[config.mk]
export PLATFORM = sky130hd
export DESIGN_NAME = pric_ctrl
export DESIGN_NICKNAME = d
export VERILOG_FILES = /design/src/rtl/pric_pkg.sv /design/src/rtl/pric_ctrl.sv
export VERILOG_INCLUDE_DIRS = /design/src /design/src/rtl
export SDC_FILE = /design/constraint.sdc
export NUM_CORES = 1
export LEC_CHECK = 0
export BUFFER_PORTS_ARGS = -buffer_cell sky130_fd_sc_hd__buf_4
export CAP_MARGIN = 20
export CORE_AREA = 2 2 127 129
export DETAILED_ROUTE_END_ITERATION = 16
export DIE_AREA = 0 0 129 131
export GPL_TIMING_DRIVEN = 0
export PLACE_DENSITY = 0.79
export SLEW_MARGIN = 10
export SYNTH_ARGS = -nofsm -noshare
export SYNTH_HDL_FRONTEND = slang
export SYNTH_SLANG_ARGS = --single-unit
[constraint.sdc]
create_clock -name clk_sys -period 26.4 [get_ports clk_sys]
set_input_delay 1.32 -clock clk_sys [delete_from_list [all_inputs] [get_ports clk_sys]]
set_output_delay 1.32 -clock clk_sys [all_outputs]
set_load 0.005 [all_outputs]
[src/rtl/pric_params.svh]
`ifndef PRIC_PARAMS_SVH
`define PRIC_PARAMS_SVH
// ------------------------------------------------------------
// Register byte offsets
// ------------------------------------------------------------
`define PRIC_OFS_CTRL_ONE   8'h00
`define PRIC_OFS_CTRL_TWO   8'h04
`define PRIC_OFS_CTRL_THREE 8'h08
`define PRIC_OFS_CTRL_FOUR  8'h0C
`define PRIC_OFS_FLAG       8'h10
`define PRIC_OFS_ENABLE     8'h14
`define PRIC_OFS_PRIO0      8'h18
`define PRIC_OFS_PRIO1      8'h1C
`define PRIC_OFS_PENDING    8'h20
`define PRIC_OFS_STATUS     8'h24
`define PRIC_OFS_CORCTL     8'h28
// ------------------------------------------------------------
// Field positions and values
// ------------------------------------------------------------
`define PRIC_BIT_NEST_DIS   15
`define PRIC_BIT_GIE        15
`define PRIC_BIT_SOFT_SET   16
`define PRIC_BIT_TOP_LEVEL  3
`define PRIC_NUM_TRAP       9
`define PRIC_TRAP_SOFT      8
`define PRIC_TRAP_LEVEL     4'hF
`define PRIC_NEST_LEVEL     4'h7
`define PRIC_USER_VEC_BASE  8'h08
`define PRIC_RESET_ADDR     24'h000000
`endif

[src/rtl/pric_pkg.sv]
package pric_pkg;
	typedef logic [3:0]  pric_level_t;
	typedef logic [7:0]  pric_vec_t;
	typedef logic [31:0] pric_word_t;
endpackage

[src/rtl/pric_ctrl.sv]
`timescale 1ns/1ps
`default_nettype none
`include "pric_params.svh"
// Behaviour
// - Reset clears every register but ext_prev (follows the pin) and avs_waitrequest (set), holds the fetch address at zero and restarts the core there.
// - Reset is no exception: the controller raises no request and no vector for it.
// - The first global control register holds nesting disable and the core trap flags.
// - The second holds the external input edge selects and the global user enable.
// - The third holds the deadman-timer, DMA and loop-stack-overflow trap flags.
// - The fourth holds the double-bit-error flag and the software hard trap flag.
// - Each source has one flag that hardware sets and software clears.
// - Each source has its own enable bit.
// - Each user source has a writable three-bit priority of eight levels.
// - The pending vector and its priority as the new level are latched into a readable register.
// - Flags, enables and priorities are laid out in vector order, first external input at bit 0.
// - Status bits 7:5 show the current level and software may write them.
// - The top level bit sits in core control and is read-only to software.
module pric_ctrl #(
	parameter int NUM_SRC = 16,
	parameter int NUM_EXT = 3
) (
	input  wire logic              clk_sys,
	input  wire logic              sys_rst,
	input  wire logic [7:0]        avs_address,
	input  wire logic              avs_read,
	input  wire logic              avs_write,
	input  wire logic [31:0]       avs_writedata,
	output logic [31:0]            avs_readdata,
	output logic                   avs_waitrequest,
	input  wire logic [NUM_EXT-1:0] ext_irq,
	input  wire logic [NUM_SRC-1:0] src_evt,
	input  wire logic [7:0]        trap_evt,
	input  wire logic              irq_ack,
	input  wire logic              irq_ret,
	input  wire pric_pkg::pric_level_t ret_level,
	output logic                   irq_req,
	output pric_pkg::pric_vec_t    irq_vector,
	output pric_pkg::pric_level_t  irq_level,
	output logic                   int_out,
	output logic                   core_restart,
	output logic [23:0]            core_start_addr
);
	import pric_pkg::*;

	// ------------------------------------------------------------
	// State
	// ------------------------------------------------------------
	logic                     nest_dis;
	logic                     global_irq_enable;
	logic [NUM_EXT-1:0]       ext_fall;
	logic [NUM_EXT-1:0]       ext_prev;
	logic [`PRIC_NUM_TRAP-1:0] trap_flag;
	logic [NUM_SRC-1:0]       flag;
	logic [NUM_SRC-1:0]       enable;
	logic [2:0]               prio [NUM_SRC];
	pric_level_t              cpu_level;
	pric_vec_t                pend_vec;
	pric_level_t              pend_lvl;

	// ------------------------------------------------------------
	// Bus decode
	// ------------------------------------------------------------
	wire        acc_req  = (avs_read | avs_write) & avs_waitrequest;
	wire        wr_fire  = avs_write & ~avs_waitrequest;
	wire [31:0] wd       = avs_writedata;
	wire        wr_one   = wr_fire && avs_address == `PRIC_OFS_CTRL_ONE;
	wire        wr_two   = wr_fire && avs_address == `PRIC_OFS_CTRL_TWO;
	wire        wr_three = wr_fire && avs_address == `PRIC_OFS_CTRL_THREE;
	wire        wr_four  = wr_fire && avs_address == `PRIC_OFS_CTRL_FOUR;
	wire        wr_flag  = wr_fire && avs_address == `PRIC_OFS_FLAG;
	wire        wr_en    = wr_fire && avs_address == `PRIC_OFS_ENABLE;
	wire        wr_pr0   = wr_fire && avs_address == `PRIC_OFS_PRIO0;
	wire        wr_pr1   = wr_fire && avs_address == `PRIC_OFS_PRIO1;
	wire        wr_stat  = wr_fire && avs_address == `PRIC_OFS_STATUS;

	// Trap clear mask, one-to-clear, gathered from three registers
	wire [`PRIC_NUM_TRAP-1:0] trap_clr = {
		wr_four & wd[1], wr_four & wd[0],
		wr_three & wd[2], wr_three & wd[1], wr_three & wd[0],
		wr_one & wd[3], wr_one & wd[2], wr_one & wd[1], wr_one & wd[0]};
	wire soft_set = wr_four & wd[`PRIC_BIT_SOFT_SET];
	wire [`PRIC_NUM_TRAP-1:0] trap_set = {soft_set, trap_evt};

	// Edge select per external input: 0 rising, 1 falling
	wire [NUM_EXT-1:0] ext_edge = ((ext_prev & ~ext_irq) & ext_fall)
		| ((~ext_prev & ext_irq) & ~ext_fall);
	wire [NUM_SRC-1:0] src_set = src_evt | NUM_SRC'(ext_edge);

	function automatic pric_word_t prio_word(input int w);
		pric_word_t r;
		r = '0;
		for (int i = 0; i < 8; i++) begin
			if (w * 8 + i < NUM_SRC) begin
				r[i*4 +: 3] = prio[w*8 + i];
			end
		end
		return r;
	endfunction

	pric_word_t rd_mux;
	always_comb begin
		unique case (avs_address)
			`PRIC_OFS_CTRL_ONE:   rd_mux = {16'h0000, nest_dis, 11'h000, trap_flag[3:0]};
			`PRIC_OFS_CTRL_TWO:   rd_mux = {16'h0000, global_irq_enable, 15'(ext_fall)};
			`PRIC_OFS_CTRL_THREE: rd_mux = {29'h0, trap_flag[6:4]};
			`PRIC_OFS_CTRL_FOUR:  rd_mux = {30'h0, trap_flag[8:7]};
			`PRIC_OFS_FLAG:       rd_mux = 32'(flag);
			`PRIC_OFS_ENABLE:     rd_mux = 32'(enable);
			`PRIC_OFS_PRIO0:      rd_mux = prio_word(0);
			`PRIC_OFS_PRIO1:      rd_mux = prio_word(1);
			`PRIC_OFS_PENDING:    rd_mux = {20'h00000, pend_lvl, pend_vec};
			`PRIC_OFS_STATUS:     rd_mux = {24'h000000, cpu_level[2:0], 5'h00};
			`PRIC_OFS_CORCTL:     rd_mux = {28'h0000000, cpu_level[3], 3'h0};
			default:              rd_mux = 32'h00000000;
		endcase
	end

	// ------------------------------------------------------------
	// Arbitration
	// ------------------------------------------------------------
	wire [NUM_SRC-1:0] user_act = flag & enable & {NUM_SRC{global_irq_enable}};
	logic       u_ok;
	logic [2:0] u_prio;
	logic [7:0] u_idx;
	always_comb begin
		u_ok   = 1'b0;
		u_prio = 3'h0;
		u_idx  = 8'h00;
		for (int k = 0; k < NUM_SRC; k++) begin
			// Strict compare keeps the lower index on a tie
			if (user_act[k] && (!u_ok || prio[k] > u_prio)) begin
				u_ok   = 1'b1;
				u_prio = prio[k];
				u_idx  = 8'(k);
			end
		end
	end
	logic [7:0] t_idx;
	always_comb begin
		t_idx = 8'h00;
		for (int t = `PRIC_NUM_TRAP - 1; t >= 0; t--) begin
			if (trap_flag[t]) begin
				t_idx = 8'(t);
			end
		end
	end
	// Traps ignore enables and gie
	wire        t_go   = |trap_flag && `PRIC_TRAP_LEVEL > cpu_level;
	wire        u_go   = u_ok && {1'b0, u_prio} > cpu_level;
	wire        any_go = t_go | u_go;
	// Last two traps share the top trap vector
	wire [7:0]  t_vec  = (t_idx > 8'h07) ? 8'h07 : t_idx;
	wire [7:0]  next_vec = t_go ? t_vec : 8'(`PRIC_USER_VEC_BASE + u_idx);
	wire [3:0]  next_lvl = t_go ? `PRIC_TRAP_LEVEL : {1'b0, u_prio};
	// Nesting disabled lifts user service to the top user level
	wire [3:0]  ack_lvl  = (nest_dis && !irq_level[3]) ? `PRIC_NEST_LEVEL : irq_level;

	// ------------------------------------------------------------
	// Registers
	// ------------------------------------------------------------
	always_ff @(posedge clk_sys) begin
		if (sys_rst) begin
			avs_waitrequest <= 1'b1;
			avs_readdata    <= 32'h00000000;
		end else begin
			// One wait state: data are ready the cycle waitrequest drops
			avs_waitrequest <= ~acc_req;
			avs_readdata    <= acc_req ? rd_mux : avs_readdata;
		end
	end

	always_ff @(posedge clk_sys) begin
		if (sys_rst) begin
			nest_dis  <= 1'b0;
			global_irq_enable       <= 1'b0;
			ext_fall  <= '0;
			ext_prev  <= ext_irq; // Follow the pin so release brings no false edge
			trap_flag <= '0;
			flag      <= '0;
			enable    <= '0;
		end else begin
			nest_dis  <= wr_one ? wd[`PRIC_BIT_NEST_DIS] : nest_dis;
			global_irq_enable       <= wr_two ? wd[`PRIC_BIT_GIE] : global_irq_enable;
			ext_fall  <= wr_two ? wd[NUM_EXT-1:0] : ext_fall;
			ext_prev  <= ext_irq;
			// Set beats clear
			trap_flag <= (trap_flag & ~trap_clr) | trap_set;
			flag      <= (flag & ~(wr_flag ? wd[NUM_SRC-1:0] : '0)) | src_set;
			enable    <= wr_en ? wd[NUM_SRC-1:0] : enable;
		end
	end

	always_ff @(posedge clk_sys) begin
		for (int k = 0; k < NUM_SRC; k++) begin
			if (sys_rst) begin
				prio[k] <= 3'h0;
			end else if ((k < 8 && wr_pr0) || (k >= 8 && wr_pr1)) begin
				prio[k] <= wd[(k%8)*4 +: 3];
			end
		end
	end

	always_ff @(posedge clk_sys) begin
		if (sys_rst) begin
			cpu_level <= 4'h0;
			pend_vec  <= 8'h00;
			pend_lvl  <= 4'h0;
			irq_req   <= 1'b0;
			irq_vector <= 8'h00;
			irq_level <= 4'h0;
			int_out   <= 1'b0;
		end else begin
			if (irq_ack && irq_req) begin
				cpu_level <= ack_lvl;
			end else if (irq_ret) begin
				cpu_level <= ret_level;
			end else if (wr_stat) begin
				cpu_level <= {cpu_level[3], wd[7:5]};
			end
			if (any_go) begin
				pend_vec <= next_vec;
				pend_lvl <= next_lvl;
			end
			irq_req    <= any_go;
			irq_vector <= any_go ? next_vec : irq_vector;
			irq_level  <= any_go ? next_lvl : irq_level;
			int_out    <= |(flag & enable) | |trap_flag;
		end
	end

	always_ff @(posedge clk_sys) begin
		core_restart    <= sys_rst;
		core_start_addr <= `PRIC_RESET_ADDR;
	end
endmodule
`default_nettype wire

==> summary.txt <==
Status
  – Status: completed

Final layout
  – Fillcell total: 1,296
  – Commonest non-fill, non-tap cells in the layout: buf_4, nand2_1, nor2_1
  – Layout area overhead: 21.9%
  – Post-layout net count: 1,295
  – Commonest non-fill, non-tap cell in the layout: buf_4
  – Share of cells above drive strength 1: 19.6%
  – Number of diodes: 0
  – Post-route cell area: 10,600 um2
  – Core Util, Final: 68.0%

Synthesis
  – Yosys top cell by area: dfxtp_1
  – Adder-cell share of the synthesized area: 5.75%
  – Mux share of post-synthesis cell area: 1.75%
  – Synth Area in Compound Gates: 26.1%
  – Post-synth EDFFs: 48
  – XOR/XNOR share of the synthesized area: 0%
  – Distinct cells, synth: 81
  – Post-synthesis cell count: 1,012
  – Mapped cell area: 8700 um2
  – Synth Flop Type: dfxtp_1
  – YS warnings: 0
  – Ranking of synthesized cells by area: dfxtp_1, edfxtp_1, ha_1
  – Synth Register Bits: 142
  – Synthesized-area fraction occupied by and/or/nand/nor cells: 21.9%
  – Mean Syn Cell Area: 8.60 um2
  – Post-synth top area share: 21.6%
  – Seq/Total Area, Yosys: 38.2%
  – Largest family of logic cells by synthesized area: compound AO/OA/AOI/OAI gates
  – Fraction of registers with async set/reset: 0%

Global routing
  – Vias in the first global route: 7,981
  – Total grt overflow: 0
  – M2 GR Usage: 53.8%
  – First-pass GRT wire length: 44.9 mm
  – GRT Overall Usage: 35.6%
  – Pin count of the biggest net entering global routing: 25
  – Grt met1 use: 47.8%
  – Busiest grt layer: met2
  – Initial antenna violation count: 0
  – M3 GR Usage: 9.49%

Drt
  – DRT Wirelength: 30.4 mm
  – Routed len/inst: 21.6 um
  – Via Count: 8,851
  – DRT iter0 DRCs: 1,262
  – Vias/cell: 6.29
  – Detail Route Antenna Nets: 0
  – DRC: 0
  – Initial DRT Pass Iterations: 7

Critical path
  – Crit start category: flop
  – Critical path type: flop to flop
  – CP max-delay cell: mux2_2
  – Most common cell on crit path: a21oi_1
  – Worst path max stage delay: 420 ps
  – Critical Path RT: 26,720 ps
  – Worst path arrival time: 25,210 ps
  – Max FO, Critical Path: 10
  – CP Capture Type: flop

Placed design
  – Placed instance area: 9970 um2
  – Number of port buffers: 112
  – GPL Wtd Cong: 1.07
  – DPL Wire Length: 23.2 mm

Floorplan
  – Die width: 129 um
  – Num rows: 46
  – I/O pin cnt: 149
  – Core ar.: 15,600 um2
  – Die Span Y: 131 um
  – Initial Util: 55.8%
  – Die footprint: 16,900 um2

STA
  – Fmax achieved: 40.2 MHz
  – Final count of hold timing violations: 0
  – Period utilization: 94.3%
  – Slew Limit Fails: 0
  – Clock skew: 8.17 ps
  – Max-slew headroom: 16.2%
  – Tmin final: 24,890 ps
  – Setup violators final: 0
  – Worst-margin pin slew: 1250 ps

Power
  – Pwr per Cell Area: 51.0 nW/um2
  – Leakage: 0.00428 uW
  – Maximum vdd drop: 0.0451 mV

Clock tree
  – Clk slew on worst S/H paths: 60 ps
  – Clk root buf: clkbuf_16
  – Clock tree from TritonCTS: done
  – Clock Sinks: 142
  – Worst-Skew Late Latency: 440 ps
  – # hold bufs at CTS: 0
  – TritonCTS buffer count: 17
  – CTS Buffer Depth: 2
  – H-tree Lvls: 4

Job
  – Max Cap Viol: 0

Worst hold path
  – Min-Delay Path Class: flop to flop
-- path summary, 6_finish.rpt --
kind | cells after the start | slack, ps | endpoint | from
min | 2 | 490 | enable[5] | enable[5]
min reg2reg | 2 | 490 | enable[5] | enable[5]
max | 121 | 1510 | pend_vec[4] | global_irq_enable
max reg2reg | 121 | 1510 | pend_vec[4] | global_irq_enable
-- logic make-up (layout without fill, tap and decap cells) --
group | count (synthesis) | in the layout
other | 1 | 31
and+or+nand+nor | 402 | 402
adders and majority gates | 40 | 40
buffers and inverters | 111 | 260
DFF | 142 | 142
muxes | 14 | 14
AOI/OAI and AO/OA | 302 | 302
-- stage by stage --
stage | setup slack (ps) | total power (uW) | hold slack, ps | instances | TNS, ps
floorplan | 5110 | 277 | 457 | 1042 | 0
global placement | 1260 | 306 | 470 | 1370 | 0
detailed placement | 1120 | 308 | 482 | 1372 | 0
CTS | 785 | 536 | 490 | 1404 | 0
global route | -17.1 | 554 | 514 | 1407 | -17.1
finish | 1510 | 541 | 491 | 1407 | 0
-- final cells by class --
type,instances,area (um2),share of cell area [%]
Buffer,71,398,3.75
Clock buffer,20,468,4.41
Clock inverter,12,100,0.943
Inverter,40,150,1.42
Multi-Input combinational cell,789,4990,47.1
Sequential cell,142,3320,31.3
Tap cell,216,270,2.55
Timing Repair Buffer,117,906,8.54
-- Yosys cell counts, types with 8 or more instances --
library cell	count
nand2_1	121
nor2_1	100
dfxtp_1	94
a21oi_1	93
and2_1	54
edfxtp_1	48
ha_1	40
inv_1	39
clkbuf_1	36
nand3_1	33
buf_4	31
nor3_1	27
o21ai_0	23
a211oi_1	22
a221oi_1	20
and3_1	18
a222oi_1	15
a22oi_1	15
a21o_1	13
o211ai_1	12
a31oi_1	11
nand2b_1	10
nor2b_1	8
-- power breakdown --
part,total (uW),leakage [uW],internal [uW],switching [uW]
Sequential,248,0.00127,236,12.6
Combinational,57.9,0.00275,26.9,31.1
Clock,234,0.000267,130,104
-- worst max-delay path, delay by kind of cell (launching register included) --
kind | cells | cell delay, ps
flops | 1 | 300
fa+ha+maj | 16 | 4320
compound gates | 63 | 12980
buf+inv | 9 | 1430
mux | 3 | 1230
simple gates | 30 | 4450
-- layer usage --
layer  wire, um  up-vias
li1           -     4021
met1      12100     4100
met4       1380        0
met3       3720      106
met5          0        -
met2      13200      624
-- registers in the layout, indices dropped and copies added (netlist names) --
signal             cells
avs_readdata          28
nest_dis               1
prio                  48
core_restart           1
pend_vec               5
ext_fall               3
pend_lvl               4
irq_req                1
enable                16
cpu_level              4
global_irq_enable      1
int_out                1
ext_prev               3
trap_flag              9
flag                  16
avs_waitrequest        1
-- repair_timing --
action	4_1_cts	5_1_grt
setup endpoints to repair	0	10
buffers inserted	0	1
gates resized for setup	0	16
Note: power is estimated with default switching activity, not from simulation.
